## config.mk

```make
export PLATFORM = sky130hd
export DESIGN_NAME = ctc_clock_tree
export DESIGN_NICKNAME = d
export VERILOG_FILES = /design/src/hw/ctc_pkg.sv /design/src/hw/ctc_clk_div.sv /design/src/hw/ctc_clock_tree.sv
export SDC_FILE = /design/constraint.sdc
export NUM_CORES = 1
export LEC_CHECK = 0
export BUFFER_PORTS_ARGS = -buffer_cell sky130_fd_sc_hd__buf_2
export CORE_UTILIZATION = 38
export CTS_CLUSTER_SIZE = 40
export DETAILED_ROUTE_END_ITERATION = 16
export GPL_TIMING_DRIVEN = 0
export PLACE_DENSITY = 0.64
export SLEW_MARGIN = 15
export SYNTH_ARGS = -nofsm -noshare
export SYNTH_HDL_FRONTEND = slang
export SYNTH_SLANG_ARGS = --single-unit
```

## constraint.sdc

```tcl
create_clock -name core_clk -period 4.96 [get_ports core_clk]
set_input_delay 0.496 -clock core_clk [delete_from_list [all_inputs] [get_ports core_clk]]
set_output_delay 0.496 -clock core_clk [all_outputs]
set_load 0.1 [all_outputs]
```

## src/hw/ctc_pkg.sv

```systemverilog
package ctc_pkg;

	// ----------------------------------------
	// register map
	// ----------------------------------------
	localparam logic [7:0] CTC_ADDR_CTRL = 8'h00;
	localparam logic [7:0] CTC_ADDR_DIV = 8'h04;
	localparam logic [7:0] CTC_ADDR_SLEEP = 8'h08;
	localparam logic [7:0] CTC_ADDR_STATUS = 8'h0C;

	// control fields
	localparam int CTC_CTRL_SRC_LSB = 0;
	localparam int CTC_CTRL_FAST_PLL_BIT = 2;
	localparam int CTC_CTRL_FREQ_LSB = 3;
	localparam int CTC_CTRL_PLL_EN_BIT = 5;
	// divider fields
	localparam int CTC_DIV_HS_LSB = 0;
	localparam int CTC_DIV_AUX_LSB = 8;
	// sleep field
	localparam int CTC_SLEEP_DEEP_BIT = 0;
	// status fields
	localparam int CTC_STAT_SRC_LSB = 0;
	localparam int CTC_STAT_FAST_PLL_BIT = 2;
	localparam int CTC_STAT_BUSY_BIT = 3;
	localparam int CTC_STAT_REF_OK_BIT = 4;
	localparam int CTC_STAT_HS_OVER_BIT = 5;
	localparam int CTC_STAT_AUX_OVER_BIT = 6;

	// ----------------------------------------
	// encodings and reset values
	// ----------------------------------------
	localparam logic [1:0] CTC_SRC_RING = 2'h0;
	localparam logic [1:0] CTC_SRC_TRIM = 2'h1;
	localparam logic [1:0] CTC_SRC_XTAL = 2'h2;
	localparam logic [1:0] CTC_SRC_EXT = 2'h3;
	localparam logic [1:0] CTC_FREQ_7M5 = 2'h3;
	localparam logic [1:0] CTC_RST_SRC = CTC_SRC_RING;
	localparam logic [1:0] CTC_RST_FREQ = CTC_FREQ_7M5;
	localparam logic [1:0] CTC_RST_HS_DIV = 2'h0;
	localparam logic [6:0] CTC_RST_AUX_M1 = 7'h00;
	localparam int CTC_NUM_PINS = 5;
	localparam int CTC_PIN_PLL = 4;

	// ----------------------------------------
	// timing
	// ----------------------------------------
	localparam int CTC_CLK_PERIOD_PS = 4000;
	localparam int CTC_WINDOW_NS = 4000;
	localparam logic [9:0] CTC_WINDOW_CYC = 10'(CTC_WINDOW_NS * 1000 / CTC_CLK_PERIOD_PS - 1);
	localparam int CTC_REF_MIN_MHZ = 1;
	localparam int CTC_REF_MAX_MHZ = 25;
	localparam int CTC_HS_MAX_MHZ = 50;
	localparam int CTC_AUX_MAX_MHZ = 100;
	localparam logic [9:0] CTC_REF_MIN_CNT = 10'(CTC_REF_MIN_MHZ * CTC_WINDOW_NS / 1000);
	localparam logic [9:0] CTC_REF_MAX_CNT = 10'(CTC_REF_MAX_MHZ * CTC_WINDOW_NS / 1000);
	localparam logic [9:0] CTC_HS_MAX_CNT = 10'(CTC_HS_MAX_MHZ * CTC_WINDOW_NS / 1000);
	localparam logic [9:0] CTC_AUX_MAX_CNT = 10'(CTC_AUX_MAX_MHZ * CTC_WINDOW_NS / 1000);

	typedef enum logic [2:0] {
		CTC_SW_RUN = 3'b001,
		CTC_SW_WAIT_LOW = 3'b010,
		CTC_SW_HOLD = 3'b100
	} ctc_sw_t;

endpackage : ctc_pkg

```

## src/hw/ctc_clk_div.sv

```systemverilog
module ctc_clk_div (
	input wire logic core_clk,
	input wire logic reset,
	input wire logic src_clk,
	input wire logic [6:0] ratio_m1,
	output logic clk_out
);
	import ctc_pkg::*;

	typedef struct packed {
		logic prev;
		logic [6:0] cnt;
		logic [6:0] ratio;
		logic out;
	} ctc_div_state_t;

	ctc_div_state_t s_q;
	ctc_div_state_t s_d;

	// ----------------------------------------
	// divide by ratio_m1 + 1, new ratio taken at wrap only
	// ----------------------------------------
	always_comb begin
		s_d = s_q;
		s_d.prev = src_clk;
		if (src_clk && !s_q.prev) begin
			if (s_q.cnt >= s_q.ratio) begin
				s_d.cnt = 7'h00;
				s_d.ratio = ratio_m1;
			end else begin
				s_d.cnt = s_q.cnt + 7'h01;
			end
		end
		if (s_d.ratio == 7'h00) begin
			s_d.out = src_clk;
		end else begin
			s_d.out = (s_d.cnt <= (s_d.ratio >> 1));
		end
	end

	always_ff @(posedge core_clk or posedge reset) begin
		if (reset) begin
			s_q <= '0;
		end else begin
			s_q <= s_d;
		end
	end

	assign clk_out = s_q.out;

endmodule : ctc_clk_div

```

## src/hw/ctc_clock_tree.sv

```systemverilog
import ctc_pkg::*;

module ctc_clock_tree (
	input wire logic core_clk,
	input wire logic reset,
	input wire logic [7:0] reg_addr,
	input wire logic [31:0] reg_wdata,
	input wire logic reg_write,
	input wire logic reg_read,
	output logic [31:0] reg_rdata,
	input wire logic ring_oscillator,
	input wire logic trim_rc_osc,
	input wire logic crystal_osc,
	input wire logic ext_clock_in,
	input wire logic pll_out_clock,
	output logic [1:0] ring_osc_freq,
	output logic pll_enable,
	output logic free_running_clock,
	output logic fast_clock,
	output logic power_mgr_clock,
	output logic high_speed_clock,
	output logic aux_clock,
	output logic adc_clock,
	output logic core_clock,
	output logic memory_clock,
	output logic serial_clock,
	output logic timer_clock
);
	import ctc_pkg::*;

	typedef struct packed {
		logic [CTC_NUM_PINS-1:0] s1;
		logic [CTC_NUM_PINS-1:0] s2;
		logic [CTC_NUM_PINS-1:0] s3;
		logic [CTC_NUM_PINS-1:0] filt;
		logic [1:0] src_sel;
		logic fast_pll;
		logic [1:0] freq;
		logic pll_en;
		logic [1:0] hs_div;
		logic [6:0] aux_m1;
		logic deep_sleep;
		ctc_sw_t frc_st;
		logic [1:0] frc_active;
		logic frc;
		ctc_sw_t fast_st;
		logic fast_active;
		logic fast;
		logic pm;
		logic sleep_fast;
		logic sleep_hs;
		logic sleep_aux;
		logic adc;
		logic core;
		logic mem;
		logic ser;
		logic tmr;
		logic [2:0] meas_prev;
		logic [2:0][9:0] meas_cnt;
		logic [9:0] win;
		logic ref_ok;
		logic hs_over;
		logic aux_over;
		logic [31:0] rdata;
	} ctc_state_t;

	ctc_state_t s_q;
	ctc_state_t s_d;
	logic [CTC_NUM_PINS-1:0] filt_nxt;
	logic hs_out;
	logic aux_out;
	logic frc_old_lvl;
	logic frc_new_lvl;
	logic fast_old_lvl;
	logic fast_new_lvl;
	logic [2:0] meas_lvl;
	logic win_end;

	// ----------------------------------------
	// pin filters: change taken when stages two and three agree
	// ----------------------------------------
	genvar gi;
	generate
		for (gi = 0; gi < CTC_NUM_PINS; gi++) begin : g_filt
			assign filt_nxt[gi] = (s_q.s2[gi] == s_q.s3[gi]) ? s_q.s3[gi] : s_q.filt[gi];
		end
	endgenerate

	// ----------------------------------------
	// dividers
	// ----------------------------------------
	ctc_clk_div u_hs_div (
		.core_clk(core_clk),
		.reset(reset),
		.src_clk(s_q.fast),
		.ratio_m1(7'((8'h01 << s_q.hs_div) - 8'h01)),
		.clk_out(hs_out)
	);

	ctc_clk_div u_aux_div (
		.core_clk(core_clk),
		.reset(reset),
		.src_clk(s_q.fast),
		.ratio_m1(s_q.aux_m1),
		.clk_out(aux_out)
	);

	// four sources only, no slow oscillator input
	assign frc_old_lvl = s_q.filt[s_q.frc_active];
	assign frc_new_lvl = s_q.filt[s_q.src_sel];
	assign fast_old_lvl = s_q.fast_active ? s_q.filt[CTC_PIN_PLL] : s_q.frc;
	assign fast_new_lvl = s_q.fast_pll ? s_q.filt[CTC_PIN_PLL] : s_q.frc;
	assign meas_lvl = {aux_out, hs_out, s_q.frc};
	assign win_end = (s_q.win == CTC_WINDOW_CYC);

	// ----------------------------------------
	// next state
	// ----------------------------------------
	always_comb begin
		s_d = s_q;
		s_d.s1 = {pll_out_clock, ext_clock_in, crystal_osc, trim_rc_osc, ring_oscillator};
		s_d.s2 = s_q.s1;
		s_d.s3 = s_q.s2;
		s_d.filt = filt_nxt;

		// register writes
		if (reg_write) begin
			case (reg_addr)
				CTC_ADDR_CTRL: begin
					s_d.src_sel = reg_wdata[CTC_CTRL_SRC_LSB +: 2];
					s_d.fast_pll = reg_wdata[CTC_CTRL_FAST_PLL_BIT];
					s_d.freq = reg_wdata[CTC_CTRL_FREQ_LSB +: 2];
					s_d.pll_en = reg_wdata[CTC_CTRL_PLL_EN_BIT];
				end
				CTC_ADDR_DIV: begin
					s_d.hs_div = reg_wdata[CTC_DIV_HS_LSB +: 2];
					s_d.aux_m1 = reg_wdata[CTC_DIV_AUX_LSB +: 7];
				end
				CTC_ADDR_SLEEP: begin
					s_d.deep_sleep = reg_wdata[CTC_SLEEP_DEEP_BIT];
				end
				default: begin
				end
			endcase
		end

		// register reads, data valid for one cycle only
		s_d.rdata = 32'h0000_0000;
		if (reg_read) begin
			case (reg_addr)
				CTC_ADDR_CTRL: begin
					s_d.rdata = 32'({s_q.pll_en, s_q.freq, s_q.fast_pll, s_q.src_sel});
				end
				CTC_ADDR_DIV: begin
					s_d.rdata = 32'({s_q.aux_m1, 6'h00, s_q.hs_div});
				end
				CTC_ADDR_SLEEP: begin
					s_d.rdata = 32'(s_q.deep_sleep);
				end
				CTC_ADDR_STATUS: begin
					s_d.rdata = 32'({s_q.aux_over, s_q.hs_over, s_q.ref_ok,
						(s_q.frc_st != CTC_SW_RUN) || (s_q.fast_st != CTC_SW_RUN),
						s_q.fast_active, s_q.frc_active});
				end
				default: begin
				end
			endcase
		end

		// free-running source switch: old low, hold low, new low
		case (s_q.frc_st)
			CTC_SW_RUN: begin
				s_d.frc = frc_old_lvl;
				if (s_q.src_sel != s_q.frc_active) begin
					s_d.frc_st = CTC_SW_WAIT_LOW;
				end
			end
			CTC_SW_WAIT_LOW: begin
				s_d.frc = frc_old_lvl;
				if (!frc_old_lvl && !s_q.frc) begin
					s_d.frc = 1'b0;
					s_d.frc_st = CTC_SW_HOLD;
				end
			end
			CTC_SW_HOLD: begin
				s_d.frc = 1'b0;
				if (!frc_new_lvl) begin
					s_d.frc_active = s_q.src_sel;
					s_d.frc_st = CTC_SW_RUN;
				end
			end
			default: begin
				s_d.frc = 1'b0;
				s_d.frc_st = CTC_SW_RUN;
			end
		endcase

		// fast clock selector, same switch sequence
		case (s_q.fast_st)
			CTC_SW_RUN: begin
				s_d.fast = fast_old_lvl;
				if (s_q.fast_pll != s_q.fast_active) begin
					s_d.fast_st = CTC_SW_WAIT_LOW;
				end
			end
			CTC_SW_WAIT_LOW: begin
				s_d.fast = fast_old_lvl;
				if (!fast_old_lvl && !s_q.fast) begin
					s_d.fast = 1'b0;
					s_d.fast_st = CTC_SW_HOLD;
				end
			end
			CTC_SW_HOLD: begin
				s_d.fast = 1'b0;
				if (!fast_new_lvl) begin
					s_d.fast_active = s_q.fast_pll;
					s_d.fast_st = CTC_SW_RUN;
				end
			end
			default: begin
				s_d.fast = 1'b0;
				s_d.fast_st = CTC_SW_RUN;
			end
		endcase

		// power manager clock from trimmed oscillator always
		s_d.pm = s_q.filt[CTC_SRC_TRIM];

		// deep-sleep gates, enables move only while the clock is low
		if (!s_q.fast) begin
			s_d.sleep_fast = s_q.deep_sleep;
		end
		if (!hs_out) begin
			s_d.sleep_hs = s_q.deep_sleep;
		end
		if (!aux_out) begin
			s_d.sleep_aux = s_q.deep_sleep;
		end
		s_d.adc = s_q.fast & !s_q.sleep_fast;
		s_d.core = hs_out & !s_q.sleep_hs;
		s_d.mem = hs_out & !s_q.sleep_hs;
		s_d.ser = hs_out & !s_q.sleep_hs;
		s_d.tmr = aux_out & !s_q.sleep_aux;

		// rate monitor: rising edges per window
		s_d.meas_prev = meas_lvl;
		for (int i = 0; i < 3; i++) begin
			if (win_end) begin
				s_d.meas_cnt[i] = 10'h000;
			end else if (meas_lvl[i] && !s_q.meas_prev[i] && s_q.meas_cnt[i] != 10'h3FF) begin
				s_d.meas_cnt[i] = s_q.meas_cnt[i] + 10'h001;
			end
		end
		if (win_end) begin
			s_d.win = 10'h000;
			s_d.ref_ok = (s_q.meas_cnt[0] >= CTC_REF_MIN_CNT) && (s_q.meas_cnt[0] <= CTC_REF_MAX_CNT);
			s_d.hs_over = s_q.meas_cnt[1] > CTC_HS_MAX_CNT;
			s_d.aux_over = s_q.meas_cnt[2] > CTC_AUX_MAX_CNT;
		end else begin
			s_d.win = s_q.win + 10'h001;
		end
	end

	// ----------------------------------------
	// state register
	// ----------------------------------------
	always_ff @(posedge core_clk or posedge reset) begin
		if (reset) begin
			s_q <= '0;
			s_q.src_sel <= CTC_RST_SRC;
			s_q.frc_active <= CTC_RST_SRC;
			s_q.freq <= CTC_RST_FREQ;
			s_q.hs_div <= CTC_RST_HS_DIV;
			s_q.aux_m1 <= CTC_RST_AUX_M1;
			s_q.frc_st <= CTC_SW_RUN;
			s_q.fast_st <= CTC_SW_RUN;
		end else begin
			s_q <= s_d;
		end
	end

	// ----------------------------------------
	// outputs
	// ----------------------------------------
	assign reg_rdata = s_q.rdata;
	assign ring_osc_freq = s_q.freq;
	assign pll_enable = s_q.pll_en;
	assign free_running_clock = s_q.frc;
	assign fast_clock = s_q.fast;
	assign power_mgr_clock = s_q.pm;
	assign high_speed_clock = hs_out;
	assign aux_clock = aux_out;
	assign adc_clock = s_q.adc;
	assign core_clock = s_q.core;
	assign memory_clock = s_q.mem;
	assign serial_clock = s_q.ser;
	assign timer_clock = s_q.tmr;

	logic first_q;
	always_ff @(posedge core_clk or posedge reset) begin
		if (reset) begin
			first_q <= 1'b1;
		end else begin
			first_q <= 1'b0;
		end
	end
endmodule : ctc_clock_tree

```

==> impl_metrics.tcl <==
set metrics [dict create \
    outcome "completed" \
    placed_cell_area_um2 7850 \
    ys_types 64 \
    drtPass1Iterations 4 \
    n_fill_cell 1697 \
    numClockSinks 145 \
    core_area_um2 18300 \
    fin_ws_ps 1400 \
    vias 5055 \
    fp.dieW_um 140 \
    final_hold_viol_count 0 \
    end_kind "flop" \
    max_stage_delay_ps 380 \
    die_area_um2 19500 \
    layout_min_cycle_time_ps 3560 \
    cts-root-buf "clkbuf_16" \
    startpoint_type "flop" \
    cts.clk_slew.worst_paths_ps 60 \
    syn_to_final_growth_pct 17.3 \
    grt.total_usage 0.159 \
    path_buf_inv 3 \
    overflow 0 \
    io_buffers 55 \
    path_delay_family "compound AO/OA/AOI/OAI gates" \
    power_mw 4.43 \
    rows 49 \
    maxCapViolations 0 \
    cts_setup_buffers 0 \
    die_h_um 140 \
    whs_ps 117 \
    slew_violations 0 \
    routed_wl_mm 13.9 \
    clk_latency_ps 420 \
    finClkSkew_ps 8.61 \
    cts_buffers 17 \
    multiInputGateArea_um2 3180 \
    final_area_um2 8430 \
    p_leak_nw 4.06 \
    yosysSeqAreaShare 0.505 \
    grt_pass1_vias 4949 \
    worstMarginPinSlew_ps 926 \
    avgViaCountPerCell 5.00 \
    antennaDiodeCount 0 \
    fmax_mhz 281 \
    dpl_worst_slack_ps 1410 \
    period_share 0.718 \
    crit_type "reg -> reg" \
    ios 94 \
    synth-edff-count 0 \
    worst-endpoint-required_ps 5250 \
    final-seq-area_um2 3630 \
    dpl.hpwl_mm 10.1 \
    critPathMaxFanout 10 \
    syn_inst 678 \
    syn-mean-instance-area_um2 10.6 \
    antenna_found_initial 2 \
    setup_viol 0 \
    syn_area_um2 7190 \
    async_reset_ff_frac 1.00 \
    grt_first_pass_wirelength_mm 24.6 \
    hold_class "in -> async" \
    ys_ff_latch 145 \
    drt-initial-drc-count 203 \
    drc 0 \
    cp_cell_sequence "inv_1 -> ha_1 -> nand2b_1 -> a31oi_1 -> o21ai_0 -> and2_1 -> clkbuf_1 -> buf_2 -> a21oi_1 -> ha_1 -> a21oi_1 -> o21ai_0 -> a221oi_1 -> a41oi_1 -> o221ai_1" \
    relSlewSlack 0.378 \
    synth_warnings 0 \
    cts_tree "built" \
    irDropWorstVdd_v 0.000386 \
    postCtsHoldBufs 0 \
    power_density_nw_per_um2 525 \
    ctsResizeCount 0 \
    antenna_left 0 \
    drive_above_1_share 0.212 \
    routedWlPerCell_um 13.8 \
    cts_max_path_buffers 2 \
    cp_slowest_cell "dfrtp_1" \
    yosysTopAreaCellShare 0.491 \
    synth_flop_cell "dfrtp_1" \
    rsz0062_at_grt "false" \
    h-tree-depth 4 \
    globalplace.congestion 0.807 \
    worstPathArrival_ps 3850 \
    yosysTopAreaCell "dfrtp_1" \
    grt_start_max_net_pins 76 \
    start_util 0.393 \
    synth_area_leaders "dfrtp_1, ha_1, buf_4" \
    nNetsFinal 855 \
]
-- synthesized netlist by cell type (3+ instances only) --
cell type	count
mux2_2	23
or4_1	4
and2_1	9
xnor2_1	23
a21o_1	14
maj3_1	5
a41oi_1	3
a21oi_1	44
buf_4	36
nor4_1	7
nor4b_1	4
nor2b_1	11
a221oi_1	3
clkbuf_1	15
dfstp_2	4
o31a_1	3
or3_1	7
o21ai_0	19
nor3_1	12
ha_1	36
nor2_1	64
inv_1	27
mux4_2	3
mux2i_1	5
dfrtp_1	141
nand4_1	8
nand2_1	43
and3_1	10
nand2b_1	15
a31oi_1	3
xor2_1	16
nand3_1	20
-- area by class of cell --
cell class,instances,area share
Sequential cell,145,0.431
Multi-Input combinational cell,470,0.377
Clock buffer,18,0.0521
Buffer,53,0.0399
Timing Repair Buffer,56,0.0359
Tap cell,229,0.0340
Clock inverter,14,0.0169
Inverter,27,0.0129
-- worst reg2reg max path, stage by stage, from the launching register on --
cell	delay, ps
dfrtp_1	380
inv_1	90
ha_1	270
nand2b_1	90
a31oi_1	100
o21ai_0	300
and2_1	170
clkbuf_1	290
buf_2	280
a21oi_1	120
ha_1	340
a21oi_1	130
o21ai_0	90
a221oi_1	300
a41oi_1	120
o221ai_1	360
-- cell usage in the layout (no fill, tap or decap), types with 4 or more instances in the layout --
cell type	count
maj3_1	5
buf_4	36
inv_1	26
conb_1	18
and3_1	10
ha_1	36
inv_6	6
nand2b_1	15
or4_1	4
dfstp_2	4
nand2_1	43
xor2_1	16
mux2i_1	5
dfrtp_1	141
nor4b_1	4
xnor2_1	23
nor4_1	7
and2_1	9
a21o_1	14
nor2b_1	11
mux2_2	23
a21oi_1	44
clkbuf_1	15
nor3_1	12
nand3_1	20
buf_2	57
o21ai_0	19
or3_1	7
nor2_1	64
clkbuf_16	17
nand4_1	8
-- logic make-up after synthesis --
group	Yosys count	share of synthesized area
and+or+nand+nor	228	0.163
adders and majority gates	41	0.0696
buffers and inverters	80	0.0609
muxes	32	0.0540
AOI/OAI and AO/OA	112	0.0989
other	1	0.000522
xor gates and xnor gates	39	0.0475
DFF	145	0.505
-- layer usage --
| layer | GRT usage | routed length [um] | vias to the layer above |
|---|---|---|---|
| li1 | - | - | 2501 |
| met1 | 0.216 | 6660 | 2446 |
| met2 | 0.247 | 6470 | 91 |
| met3 | 0.0403 | 610 | 15 |
| met4 | 0.0555 | 188 | 2 |
| met5 | 0 | 13 | - |
-- sequential cells by signal, summed over array words and instances (netlist names) --
name,count
s_q,80
u_aux_div.s_q,15
reg_rdata,14
u_hs_div.s_q,14
s_d,11
ring_osc_freq,2
adc_clock,1
fast_clock,1
free_running_clock,1
pll_enable,1
power_mgr_clock,1
serial_clock,1
timer_clock,1
u_aux_div.clk_out,1
u_hs_div.clk_out,1
-- stage by stage --
step           utilization  setup TNS [ps]  instances
2_1_floorplan            -               0        695
3_3_place_gp         0.428         -158570        979
3_5_place_dp         0.430               0        980
4_1_cts              0.461               0       1012
5_1_grt              0.461               0       1012
6_report             0.461               0       1012
-- power breakdown --
group	switching (mW)	total (mW)	leakage, nW	internal, mW
Combinational	1.09	1.61	1.89	0.527
Sequential	0.188	1.56	1.90	1.37
Clock	0.532	1.25	0.277	0.718
Total	1.81	4.43	4.06	2.62
-- worst paths after layout --
path                                  start                end  slack [ps]  cells past startpoint
setup reg to reg           u_aux_div.s_q[8]  u_aux_div.clk_out        1400                     15
setup / recovery           u_aux_div.s_q[8]  u_aux_div.clk_out        1400                     15
hold reg to reg                    s_d[126]           s_d[121]         340                      0
min in group core_clk         pll_out_clock           s_d[128]         170                      1
hold / removal                        reset            s_q[37]         120                      2
max in group asynchronous             reset   ring_osc_freq[0]        4070                      3
No activity file was read; power rests on OpenSTA's default activity.
